### src/msrb_pkg.sv
package msrb_pkg;
    localparam logic [31:0] MSRB_IDX_CYCLE   = 32'h0000_0010;
    localparam logic [31:0] MSRB_IDX_SERIAL  = 32'h0000_0119;
    localparam logic [31:0] MSRB_IDX_FC_SEL  = 32'h0000_0174;
    localparam logic [31:0] MSRB_IDX_FC_ESP  = 32'h0000_0175;
    localparam logic [31:0] MSRB_IDX_FC_EIP  = 32'h0000_0176;
    localparam logic [31:0] MSRB_IDX_SIG     = 32'h8086_0000;
    localparam logic [31:0] MSRB_IDX_VND1    = 32'h8086_0001;
    localparam logic [31:0] MSRB_IDX_VND2    = 32'h8086_0002;
    localparam logic [31:0] MSRB_IDX_VND3    = 32'h8086_0003;
    localparam logic [31:0] MSRB_IDX_MASK    = 32'h8086_0004;
    localparam logic [31:0] MSRB_IDX_PERF    = 32'h8086_8010;

    localparam int          MSRB_SERIAL_BIT  = 21;
    localparam int          MSRB_CMPXCHG_BIT = 8;
    localparam int          MSRB_FC_FLAG_BIT = 11;
    localparam logic [31:0] MSRB_PERF_MAX    = 32'h0000_0064;
    localparam logic [63:0] MSRB_SIG_RSVD    = 64'hFFFF_FFFF_FFFF_C000;
    localparam logic [63:0] MSRB_SIG_RESET   = 64'h0000_0000_0000_0000;
    localparam logic [31:0] MSRB_MASK_RESET  = 32'hFFFF_FFFF;
    localparam logic [31:0] MSRB_VND_RESET   = 32'h0000_0000;

    typedef enum logic [1:0] {
        MSRB_OP_READ  = 2'b00,
        MSRB_OP_WRITE = 2'b01,
        MSRB_OP_TSC   = 2'b10
    } msrb_op_e;

    typedef struct packed {
        logic        valid;
        msrb_op_e    op;
        logic [1:0]  cpl;
        logic        tsd;
        logic [31:0] index;
        logic [31:0] edx;
        logic [31:0] eax;
    } msrb_req_s;

    typedef struct packed {
        logic        done;
        logic        fault;
        logic        serialize;
        logic [31:0] edx;
        logic [31:0] eax;
    } msrb_rsp_s;

    typedef struct packed {
        logic [31:0] vendor_ebx;
        logic [31:0] vendor_edx;
        logic [31:0] vendor_ecx;
        logic [31:0] signature_eax;
        logic [31:0] feature_edx;
    } msrb_id_s;

    typedef struct packed {
        logic [63:0] cycle_counter;
        logic        serial_disable;
        logic        strap_taken;
        logic [31:0] fc_sel;
        logic [31:0] fc_esp;
        logic [31:0] fc_eip;
        logic [13:0] sig;
        logic [31:0] vnd1;
        logic [31:0] vnd2;
        logic [31:0] vnd3;
        logic [31:0] mask;
        logic [31:0] perf_hi;
        logic [31:0] perf_lo;
        msrb_rsp_s   rsp;
        msrb_id_s    id;
    } msrb_state_s;
endpackage

### src/msrb_bank.sv
`timescale 1ns/1ps
// Notes on behaviour
// - Registers 64 bits; unimplemented bits read zero
// - Writing one into reserved bit faults
// - Unknown register index faults on access
// - Index in ECX, data in EDX:EAX
// - Top privilege only; writes serialize
// - Cycle counter increments every core clock
// - Timestamp read faults only when disabled
// - Serial disable bit sticky until reset
// - Serial disable reset value from strap
// - Selector low 16, scratch 31-16, upper zero
// - Stack pointer low 32, upper zero
// - Instruction pointer low 32, upper zero
// - Fast call presence via feature flag
// - Signature override feeds identification EAX
// - Vendor words feed EBX, EDX, ECX
// - Zero mask bits force feature flags zero
// - Compare-exchange mask bit defaults unmasked
// - Performance window bounds checked on write
module msrb_bank (
    input  wire logic               clk_in,
    input  wire logic               resetn_in,
    input  wire logic               serial_disable_strap_in,
    input  wire logic [31:0]        base_features_in,
    input  msrb_pkg::msrb_req_s     req_in,
    output msrb_pkg::msrb_rsp_s     rsp_out,
    output msrb_pkg::msrb_id_s      id_out,
    output logic                    serial_disabled_out,
    output logic [63:0]             cycle_count_out
);
    import msrb_pkg::*;

    msrb_state_s state_reg;
    msrb_state_s state_next;
    logic        strap_meta_reg;
    logic        strap_sync_reg;

    ////////////////////////////////////////////////////////////////////////
    // Strap passes two flops before use
    // No reset here, so the settled strap is ready at the first edge after release
    always_ff @(posedge clk_in) begin
        strap_meta_reg <= serial_disable_strap_in;
        strap_sync_reg <= strap_meta_reg;
    end

    ////////////////////////////////////////////////////////////////////////
    function automatic logic index_known(input logic [31:0] idx);
        index_known = (idx == MSRB_IDX_CYCLE) || (idx == MSRB_IDX_SERIAL) ||
                      (idx == MSRB_IDX_FC_SEL) || (idx == MSRB_IDX_FC_ESP) ||
                      (idx == MSRB_IDX_FC_EIP) || (idx == MSRB_IDX_SIG) ||
                      (idx == MSRB_IDX_VND1) || (idx == MSRB_IDX_VND2) ||
                      (idx == MSRB_IDX_VND3) || (idx == MSRB_IDX_MASK) ||
                      (idx == MSRB_IDX_PERF);
    endfunction

    // Bits that software may never set, per register
    function automatic logic [63:0] reserved_bits(input logic [31:0] idx);
        logic [63:0] r;
        r = 64'h0000_0000_0000_0000;
        if (idx == MSRB_IDX_SERIAL) begin
            r = ~(64'h0000_0000_0000_0001 << MSRB_SERIAL_BIT);
        end else if (idx == MSRB_IDX_SIG) begin
            r = MSRB_SIG_RSVD;
        end
        // Fast call upper halves are ignored, not reserved
        reserved_bits = r;
    endfunction

    function automatic logic [63:0] read_value(input msrb_state_s s, input logic [31:0] idx);
        logic [63:0] v;
        v = 64'h0000_0000_0000_0000;
        unique case (idx)
            MSRB_IDX_CYCLE:  v = s.cycle_counter;
            MSRB_IDX_SERIAL: v = {42'h0, s.serial_disable, 21'h0};
            MSRB_IDX_FC_SEL: v = {32'h0, s.fc_sel};
            MSRB_IDX_FC_ESP: v = {32'h0, s.fc_esp};
            MSRB_IDX_FC_EIP: v = {32'h0, s.fc_eip};
            MSRB_IDX_SIG:    v = {50'h0, s.sig};
            MSRB_IDX_VND1:   v = {32'h0, s.vnd1};
            MSRB_IDX_VND2:   v = {32'h0, s.vnd2};
            MSRB_IDX_VND3:   v = {32'h0, s.vnd3};
            MSRB_IDX_MASK:   v = {32'h0, s.mask};
            MSRB_IDX_PERF:   v = {s.perf_hi, s.perf_lo};
            default:         v = 64'h0000_0000_0000_0000;
        endcase
        read_value = v;
    endfunction

    ////////////////////////////////////////////////////////////////////////
    always_comb begin
        logic        priv_ok;
        logic        bad;
        logic [63:0] wdata;
        logic [63:0] rdata;
        priv_ok    = 1'b0;
        bad        = 1'b0;
        wdata      = {req_in.edx, req_in.eax};
        rdata      = 64'h0000_0000_0000_0000;
        state_next = state_reg;
        state_next.rsp = '0;

        // Counter runs on the core clock, so it tracks any frequency change
        state_next.cycle_counter = state_reg.cycle_counter + 64'h0000_0000_0000_0001;

        // Strap caught once after release; reset itself loads only a constant
        if (!state_reg.strap_taken) begin
            state_next.strap_taken    = 1'b1;
            state_next.serial_disable = strap_sync_reg;
        end

        if (req_in.valid) begin
            state_next.rsp.done = 1'b1;
            priv_ok = (req_in.cpl == 2'b00);
            unique case (req_in.op)
                MSRB_OP_TSC: begin
                    if (req_in.tsd && !priv_ok) begin
                        state_next.rsp.fault = 1'b1;
                    end else begin
                        state_next.rsp.edx = state_reg.cycle_counter[63:32];
                        state_next.rsp.eax = state_reg.cycle_counter[31:0];
                    end
                end
                MSRB_OP_READ: begin
                    if (!priv_ok || !index_known(req_in.index)) begin
                        state_next.rsp.fault = 1'b1;
                    end else begin
                        rdata = read_value(state_reg, req_in.index);
                        state_next.rsp.edx = rdata[63:32];
                        state_next.rsp.eax = rdata[31:0];
                    end
                end
                MSRB_OP_WRITE: begin
                    bad = !priv_ok || !index_known(req_in.index);
                    bad = bad || ((wdata & reserved_bits(req_in.index)) != 64'h0);
                    if (req_in.index == MSRB_IDX_PERF) begin
                        bad = bad || (req_in.edx > MSRB_PERF_MAX) ||
                              (req_in.eax > MSRB_PERF_MAX) ||
                              (req_in.eax > req_in.edx);
                    end
                    state_next.rsp.fault     = bad;
                    state_next.rsp.serialize = !bad;
                    if (!bad) begin
                        unique case (req_in.index)
                            MSRB_IDX_CYCLE:  state_next.cycle_counter = wdata;
                            MSRB_IDX_SERIAL: state_next.serial_disable = state_reg.serial_disable |
                                                 wdata[MSRB_SERIAL_BIT];
                            MSRB_IDX_FC_SEL: state_next.fc_sel = wdata[31:0];
                            MSRB_IDX_FC_ESP: state_next.fc_esp = wdata[31:0];
                            MSRB_IDX_FC_EIP: state_next.fc_eip = wdata[31:0];
                            MSRB_IDX_SIG:    state_next.sig = wdata[13:0];
                            MSRB_IDX_VND1:   state_next.vnd1 = wdata[31:0];
                            MSRB_IDX_VND2:   state_next.vnd2 = wdata[31:0];
                            MSRB_IDX_VND3:   state_next.vnd3 = wdata[31:0];
                            MSRB_IDX_MASK:   state_next.mask = wdata[31:0];
                            MSRB_IDX_PERF: begin
                                state_next.perf_hi = wdata[63:32];
                                state_next.perf_lo = wdata[31:0];
                            end
                            default: state_next.mask = state_reg.mask;
                        endcase
                    end
                end
                default: state_next.rsp.fault = 1'b1;
            endcase
        end

        // Identification views come from the committed register values
        state_next.id.vendor_ebx    = state_next.vnd1;
        state_next.id.vendor_edx    = state_next.vnd2;
        state_next.id.vendor_ecx    = state_next.vnd3;
        state_next.id.signature_eax = {18'h0, state_next.sig};
        state_next.id.feature_edx   = (base_features_in |
            (32'h0000_0001 << MSRB_FC_FLAG_BIT)) & state_next.mask;
    end

    ////////////////////////////////////////////////////////////////////////
    always_ff @(posedge clk_in or negedge resetn_in) begin
        if (!resetn_in) begin
            state_reg                   <= '0;
            state_reg.sig               <= MSRB_SIG_RESET[13:0];
            state_reg.vnd1              <= MSRB_VND_RESET;
            state_reg.vnd2              <= MSRB_VND_RESET;
            state_reg.vnd3              <= MSRB_VND_RESET;
            state_reg.mask              <= MSRB_MASK_RESET;
            state_reg.perf_hi           <= MSRB_PERF_MAX;
            state_reg.perf_lo           <= MSRB_PERF_MAX;
            state_reg.id.feature_edx    <= 32'h0000_0000;
        end else begin
            state_reg <= state_next;
        end
    end

    assign rsp_out             = state_reg.rsp;
    assign id_out              = state_reg.id;
    assign serial_disabled_out = state_reg.serial_disable;
    assign cycle_count_out     = state_reg.cycle_counter;
endmodule

### config.mk
export PLATFORM = sky130hd
export DESIGN_NAME = msrb_bank
export DESIGN_NICKNAME = d
export VERILOG_FILES = /design/src/msrb_pkg.sv /design/src/msrb_bank.sv
export SDC_FILE = /design/constraint.sdc
export NUM_CORES = 1
export LEC_CHECK = 0
export ABC_AREA = 0
export ABC_CLOCK_PERIOD_IN_PS = 2700
export BUFFER_PORTS_ARGS = -buffer_cell sky130_fd_sc_hd__buf_4
export CORE_ASPECT_RATIO = 0.6
export CORE_MARGIN = 2
export CORE_UTILIZATION = 55
export DETAILED_ROUTE_END_ITERATION = 6
export PLACE_DENSITY = 0.83
export REMOVE_ABC_BUFFERS = 1
export SYNTH_ARGS = -nofsm -noshare
export SYNTH_HDL_FRONTEND = slang
export SYNTH_SLANG_ARGS = --single-unit
### constraint.sdc
create_clock -name clk_in -period 2.7 [get_ports clk_in]
set_clock_uncertainty 0.2 [all_clocks]
set_input_delay 0.27 -clock clk_in [delete_from_list [all_inputs] [get_ports clk_in]]
set_output_delay 0.27 -clock clk_in [all_outputs]
set_load 0.02 [all_outputs]
# [Word-level counts from Yosys, hierarchy flattened]
# Index checks and enable logic that the tools add are counted.
[op_classes] muxes=30 eq_ne=13 addsub=1 magnitude_cmp=3 bitwise=4 n_reduce_logical=30
[ops] op="64-bit case mux with 11 select lines" count=1
[ops] op="64-bit two-way mux" count=8
[ops] op="206-bit two-way mux" count=2
[ops] op="273-bit two-way mux" count=1
[ops] op="65-bit two-way mux" count=3
[ops] op="32-bit == test (second input constant)" count=6
[ops] op="32-bit by 9-bit == test with 1-bit output (second input constant)" count=4
[ops] op="32-bit two-way mux" count=4
[ops] op="64-bit case mux with 2 select lines" count=1
[ops] op="64-bit by 1-bit adder with 64-bit output (second input constant)" count=1
[ops] op="64-bit bitwise AND" count=1
[ops] op="32-bit by 7-bit greater-than comparator with 1-bit output (second input constant)" count=2
[ops] op="64-bit nonzero test" count=1
[ops] op="32-bit bitwise AND" count=1
[ops] op="32-bit by 5-bit == test with 1-bit output (second input constant)" count=1
[ops] op="32-bit greater-than comparator" count=1
[ops] op="4-bit AND reduction" count=8
[ops] op="1-bit logical OR" count=15
[ops] op="14-bit two-way mux" count=1
[ops] op="1-bit two-way mux" count=7
[ops] op="2-bit logical NOT" count=2
[ops] op="1-bit logical NOT" count=3
[ops] op="1-bit case mux with 3 select lines" count=1
[ops] op="2-bit by 1-bit == test with 1-bit output (second input constant)" count=1
[ops] op="5 further kinds" count=5
[totals] output_inout_bits=292 input_bits=137 ff_bits=469 wordCells=102

# [Logic depth before layout (Yosys ltp)]
# Gate-level depths: netlist (run 1).
[logic_depth] depth_word=24 depth_mapped=10 ltp_nobuf=9

# [Worst setup path after synthesis (run 1)]
# Ideal clock, no wire load.
[synth_path] path_type="input to register" startpoint="input port req_in[83] (netlist bit)" endpoint="register state_reg[231] (netlist bit)" setup_time_ps=128 arrival_time_ps=2335 path_stages=6 required_ps=2372 n_path_buf=1 slack_ps=38 path_cell_list="nor4_1 > nand3_2 > or4_4 > nor4b_4 > buf_6 > mux2_1"
[synth_between] elab_chain_len=22 elab_cells_between_ends=38 cone_classes="11 x eq/ne; 7 x mux; 2 x bitwise; 18 x reduce/logical"
[synth_rtl] element="start, declared" line_no="msrb_bank.sv:26" source="input msrb_pkg::msrb_req_s req_in,"
[synth_rtl] element="parallel branches: the longest is 21 deep, another holds 64-bit two-way mux"
[synth_rtl] element="4-bit AND reduction (no line) (*)"
[synth_rtl] element="end signal, assigned" line_no="msrb_bank.sv:190" source="state_reg <= state_next;"
[synth_rtl] element="end, declared" line_no="msrb_bank.sv:34" source="msrb_state_s state_reg;"
# Mark *: on every way between the ends. The select of a mux whose other input is x is not followed.
# A chain may end at the register's enable or synchronous reset.

# [Worst setup path in the final report (run 1)]
[layout_path] startpoint="input port req_in[27] (netlist bit)" endpoint="register state_reg (netlist bit id_out[39])"
[layout_between] elab_chain_len=11 elab_cells_between_ends=13 cone_classes="2 x order compare; 3 x mux; 2 x bitwise; 6 x reduce/logical"
[layout_rtl] element="parallel branches: the longest is 6 deep, another holds 32-bit by 7-bit greater-than comparator with 1-bit output"
[layout_rtl] element="1-bit two-way mux (*)" line_no="msrb_bank.sv:136" source="if (req_in.index == MSRB_IDX_PERF) begin"
[layout_rtl] element="1-bit two-way mux (*)" line_no="msrb_bank.sv:115" source="unique case (req_in.op)"
[layout_rtl] element="1-bit two-way mux (*)" line_no="msrb_bank.sv:112" source="if (req_in.valid) begin"
[layout_rtl] element="1-bit inverter (no line) (*)"
[layout_rtl] element="4-bit AND reduction (no line) (*)"
# Marked as above.

==> metrics.txt, run 1 <==
status finished with violations; violated checks DRC, setup timing; clock-pin slew on the worst setup and hold paths 60 ps; PD cells 488 nW/um2; design area 29800 um2; Worst Hold Class input port to register; clk buf depth 3; commonest non-fill, non-tap cells in the layout buf_4, dfrtp_1, nand2_1; via count 19500; syn_area_per_cell 10.9 um2; H-tree depth 2; Die Span X 273 um; largest family of logic cells by synthesized area buffers and inverters; max_slew headroom 59.0%; compound-gate portion of the synthesized area 11.1%; total CTS buffers 44; Die Ht 166 um; leakage 14.5 nW; Post-Route WL 82.9 mm; CP startpoint kind input port; endpoint class of the critical path register; I/O Buffers 409; clk_lat worst skew 560 ps; adder-cell share of the synthesized area 1.73%; post-route ant nets 0; crit path max fanout 9; max-cap viol count 0; Core Rows 59; post-synthesis sequential area ratio 49.2%; PnR worst setup slack -0.619 ps; worst-case vdd ir drop 0.376 mV; first-pass GRT wire length 121 mm; area of the mapped netlist 23900 um2; Setup CP Type input port to register; Residual DRC 14; Most Crowded Layer GR met2; Post-Synth XOR/XNOR Area 2.27%; TritonCTS clock tree done; met3 Use GR 10.2%; Post-synth EDFFs 0; Synth Area in Simple Gates 11.5%; commonest non-fill, non-tap cell in the layout buf_4; Crit path arrival time 2940 ps; Primary FF master, synth dfrtp_1; # setup viols final 1; post-synthesis register bit count 469; routability cong. 0.992; Slew Viols, Final 0; mux contribution to synthesized area 11.6%; wire per inst 26.2 um; post-DP HPWL 57.5 mm; DR vias/cell 6.15; synthesized instance count 2199; die area 45200 um2; area growth from synthesis to layout 24.5%; crit share post-route 100%; met1 Track Usage GR 49.7%; initial core utilization 55.5%; First-pass DRT Iterations 7; initial antenna violation count 2; Worst Tran Pin Value 615 ps; Period minus WS final 2700 ps; grt met2 use 53.2%; Nets 2719; Remaining Overflow, GRT 0; Placement Setup Slack -332 ps; Crit path required time 2940 ps; area of placed instances 27000 um2; vias in the first global route 19600; Top Ports 429; root buffer cell clkbuf_16; yosys warns 0; Final Hold Fails 0; maximum number of pins on one net before global-route repair 66; Post-synth ARST share 99.6%; R2R Setup Slk 110 ps; gr usage total 35.8%; initial drt markers 2512; core area 43100 um2; share of cells above drive strength 1 38.7%; Yosys cell types 70; max FFs per register 193; Achievable Freq 370 MHz; # clock sinks 469
routing by layer:
| layer | vias to the layer above | routed length (um) |
|---|---|---|
| met2 | 1354 | 36100 |
| li1 | 8135 | - |
| met1 | 9707 | 32900 |
| met5 | - | 22 |
| met3 | 286 | 10300 |
| met4 | 4 | 3560 |
critical path: stages:
cell and delay [ps]:
buf_4 110, dlygate4sd3_1 550, buf_4 190, nor4_2 280, nand3_1 210, buf_4 200
nor4bb_2 310, buf_4 170, nand4_1 130, buf_4 230, mux2_2 290
logic make-up (layout without fill, tap and decap cells):
kind of cell / Yosys count / count (layout)
other: 2 / 25
flip-flops: 469 / 469
XOR/XNOR: 62 / 62
buffers and inverters: 485 / 851
adder cells (fa/ha/maj): 33 / 33
AO/OA/AOI/OAI: 368 / 368
AND/OR/NAND/NOR: 533 / 533
multiplexers: 247 / 247
metrics by stage:
stage	instances	util, %	setup TNS [ps]	hold slack, ps	power (W)
final	3167	69.1	-0.619	15.0	0.0145
after global routing	3161	69.0	-7.76	18.0	0.0149
after CTS	3150	68.5	0	0.429	0.0145
after detailed placement	2966	62.7	-49360	54.0	0.00814
after global placement	2966	62.7	-29370	51.6	0.00812
after floorplan	1774	-	-777490	-226	0.00740
layout make-up:
class	instances	area (um2)
repair buffers	729	6280
multi-input cells	1262	9380
well taps	579	724
fillers	3022	13300
clock inverters	20	206
inverters	43	161
flip-flops and latches	469	11800
diodes	6	15.0
clock buffers	59	1230
worst paths after layout:
kind,startpoint,to,cells after the start
setup / recovery,req_in[27],id_out[39],11
hold / removal,req_in[33],state_reg[260],3
setup reg to reg,cycle_count_out[1],cycle_count_out[41],8
hold reg to reg,strap_meta_reg,strap_sync_reg,0
max in group asynchronous,resetn_in,state_reg[317],4
min in group asynchronous,resetn_in,id_out[98],2
timing repair:
item	in CTS	in global routing
resized for setup	0	29
endpoints found under the setup margin	0	83
buffers inserted	0	9
hold buffers	105	1
endpoints found under the hold margin	381	1
synthesized netlist by cell type, types with 3 or more instances:
library cell  number  area [um2]
mux2_1            15         169
and4_1            10        87.6
mux2_2           217        2440
nor2b_1           54         338
a21boi_1          14         105
a21boi_0          18         135
dfstp_2           38         998
inv_1             43         161
nand3_1           48         240
o21ai_1            5        25.0
xnor2_1           37         324
a22oi_1           52         390
and2_1             9        56.3
o21ai_0           96         480
a32oi_1           19         166
a21oi_1           34         170
or4_1              3        22.5
o221ai_1          18         158
ha_1              33         413
nor4_1            20         125
clkbuf_1         105         394
nor4_4             4        85.1
nand4_1           30         188
buf_2             26         130
nand2_1          228         856
nand3b_1          13        97.6
xor2_1            25         219
a222oi_1          13         130
nor3_1            18        90.1
dfrtp_1          429       10700
nor2_1            41         154
mux2i_1           15         150
and3b_1           11        96.3
nand2b_1           5        31.3
buf_1              9        33.8
and3_1            24         150
buf_4            301        2260
a22o_1            45         394
a32o_1            17         170
a311oi_1          17         149
power by group:
part	total [W]	leakage, nW	internal (W)	switching (W)
Sequential	0.00705	6.23	0.00705	0.00000858
Combinational	0.00112	7.52	0.000463	0.000662
Clock	0.00634	0.717	0.00358	0.00276
Total	0.0145	14.5	0.0111	0.00343
(Power assumes the default switching activity.)
==> run 2, diff against run 1 <==
- ABC_CLOCK_PERIOD_IN_PS: 2700 -> 3450
- clock period: 2.7 -> 3.45 ns (I/O delays scaled with it)
==> run 2 against run 1 <==
  * The flow now finishes without violations
  * Critical path depth down 1
  * Critical path type unchanged
  * Setup slack improved by 110 ps
  * Combinational power fell by 31%
==> metrics.txt, run 2 (synthesized netlist as in run 1, its figures left out) <==
status finished clean; Remaining Overflow, GRT 0; worst-case vdd ir drop 0.291 mV; share of cells above drive strength 1 34.6%; endpoint class of the critical path register; grt met2 use 51.9%; first-pass GRT wire length 117 mm; First-pass DRT Iterations 7; clk buf depth 3; max FFs per register 193; FF/Latch Area 11800 um2; placed insts 2849; Post-CTS Setup Repair Bufs 0; CP startpoint kind input port; Worst Tran Pin Value 801 ps; Setup CP Type input port to register; crit share post-route 96.7%; max-cap viol count 0; Crit Reg-Reg Endpoint cycle_count_out[53]; Die Span X 273 um; Crit path arrival time 3610 ps; post-DP HPWL 53.5 mm; CP Depth 10; setup TNS 0 ps; clock-pin slew on the worst setup and hold paths 70 ps; sequential group share of total power 49.6%; via count 18800; initial antenna violation count 0; Period minus WS final 3340 ps; max_slew headroom 46.6%; met1 Track Usage GR 48.1%; worst setup path end id_out[7]; Core Rows 59; TritonCTS clock tree done; critical-path cell list buf_4 > nor4_1 > nand3_2 > nor4_4 > and4_2 > and2_2 > buf_4 > nand2_1 > a21boi_0 > dlygate4sd3_1; design area 28400 um2; # clock sinks 469; footprint of the multi-input gates 9300 um2; Post-Route WL 78.8 mm; routability cong. 0.950; vias in the first global route 18900; Residual DRC 0; die area 45200 um2; hold_sp req_in[30]; commonest non-fill, non-tap cell in the layout buf_4; Fillers 3142; worst r2r path cells 8; Nets 2596; total CTS buffers 44; I/O Buffers 409; initial core utilization 55.5%; CP dominant cell by count buf_4; Internal 0.00852 W; Final Hold Fails 0; H-tree depth 2; met3 Use GR 7.71%; Comb power frac 7.0%; Worst Hold Class input port to register; gr usage total 34.5%; initial drt markers 2429; area of placed instances 25900 um2; Die Ht 166 um; Worst path slowest cell dlygate4sd3_1; Most Crowded Layer GR met2; post-route ant nets 0; Psw 0.00261 W; Post-Layout Cell Count 3039; crit path buf inv count 3; clk_lat worst skew 560 ps; DR vias/cell 6.18; core area 43100 um2; PD cells 392 nW/um2; n_diodes 0; RSZ-0062 raised after global routing no; Final Core Density 65.8%; commonest non-fill, non-tap cells in the layout buf_4, dfrtp_1, nand2_1; delay-heaviest family, CP simple AND/OR/NAND/NOR gates; Crit path required time 3720 ps; crit path max fanout 9; R2R Setup Slk 510 ps; # setup viols final 0; Top Ports 429; CP startpoint req_in[83]; clock power share 43.4%; Achievable Freq 300 MHz; wire per inst 25.9 um; area growth from synthesis to layout 18.7%; leakage 13.7 nW; root buffer cell clkbuf_16; maximum number of pins on one net before global-route repair 92; r2r startpoint cycle_count_out[3]; CP peak stage delay 660 ps; switching share of total power 23.5%; Slew Viols, Final 0
[run 2: changes by cell type in the layout (fill, tap and decap cells not counted), moves of 3 or more]
cell / previous run / this run
buf_12: 39 / 15
buf_4: 578 / 480
buf_6: 4 / 0
clkbuf_1: 9 / 13
clkinv_2: 14 / 10
diode_2: 6 / 0
dlygate4sd3_1: 104 / 110
mux2_1: 12 / 15
mux2_4: 3 / 0
[run 2: worst min-delay path by stage]
| stage | endpoint | slack (ps) | cells past startpoint |
|---|---|---|---|
| floorplan | cycle_count_out[0] | -150 | 0 |
| global placement | strap_sync_reg | 110 | 0 |
| detailed placement | strap_sync_reg | 130 | 0 |
| CTS | cycle_count_out[30] | 10 | 4 |
| global route | state_reg[321] | 50 | 4 |
| finish | cycle_count_out[30] | 40 | 4 |
[run 2: tightest hold or removal path, stage by stage]
cell and delay [ps]:
buf_4 90, buf_4 190, nand2_1 60, o21ai_0 60
[run 2: power groups by stage]
stage | clock [W] | combinational (W) | sequential (W)
after detailed placement | 0 | 0.000670 | 0.00562
final | 0.00483 | 0.000777 | 0.00552
after global routing | 0.00511 | 0.000828 | 0.00552
after global placement | 0 | 0.000657 | 0.00562
after CTS | 0.00487 | 0.000760 | 0.00552
after floorplan | 0 | 0.000155 | 0.00564
[run 2: through the flow]
step | hold WS, ps | setup WS [ps] | total power, W
5_1_grt | 50.2 | 30.6 | 0.0115
3_5_place_dp | 131 | 188 | 0.00629
4_1_cts | 11.5 | 187 | 0.0111
2_1_floorplan | -151 | -3240 | 0.00579
3_3_place_gp | 115 | 200 | 0.00628
6_report | 38.1 | 112 | 0.0111
[run 2: layout make-up]
type	count	area share (%)
clock buffers	65	4.48
clock inverters	15	0.476
inverters	43	0.569
multi-input cells	1262	32.8
flip-flops and latches	469	41.5
well taps	579	2.55
repair buffers	606	17.7
[run 2: metal layers]
| metal | wire (um) | share of wire (%) | up-vias |
|---|---|---|---|
| met1 | 31600 | 40 | 9456 |
| met3 | 8390 | 11 | 247 |
| met2 | 35200 | 45 | 1183 |
| met5 | 0 | 0 | - |
| li1 | - | - | 7890 |
| met4 | 3620 | 4.6 | 0 |
[run 2: repair_timing]
item | 4_1_cts | 5_1_grt
hold buffers | 110 | 0
hold endpoints to repair | 328 | 0
gates resized for setup | 0 | 1
endpoints found under the setup margin | 0 | 4
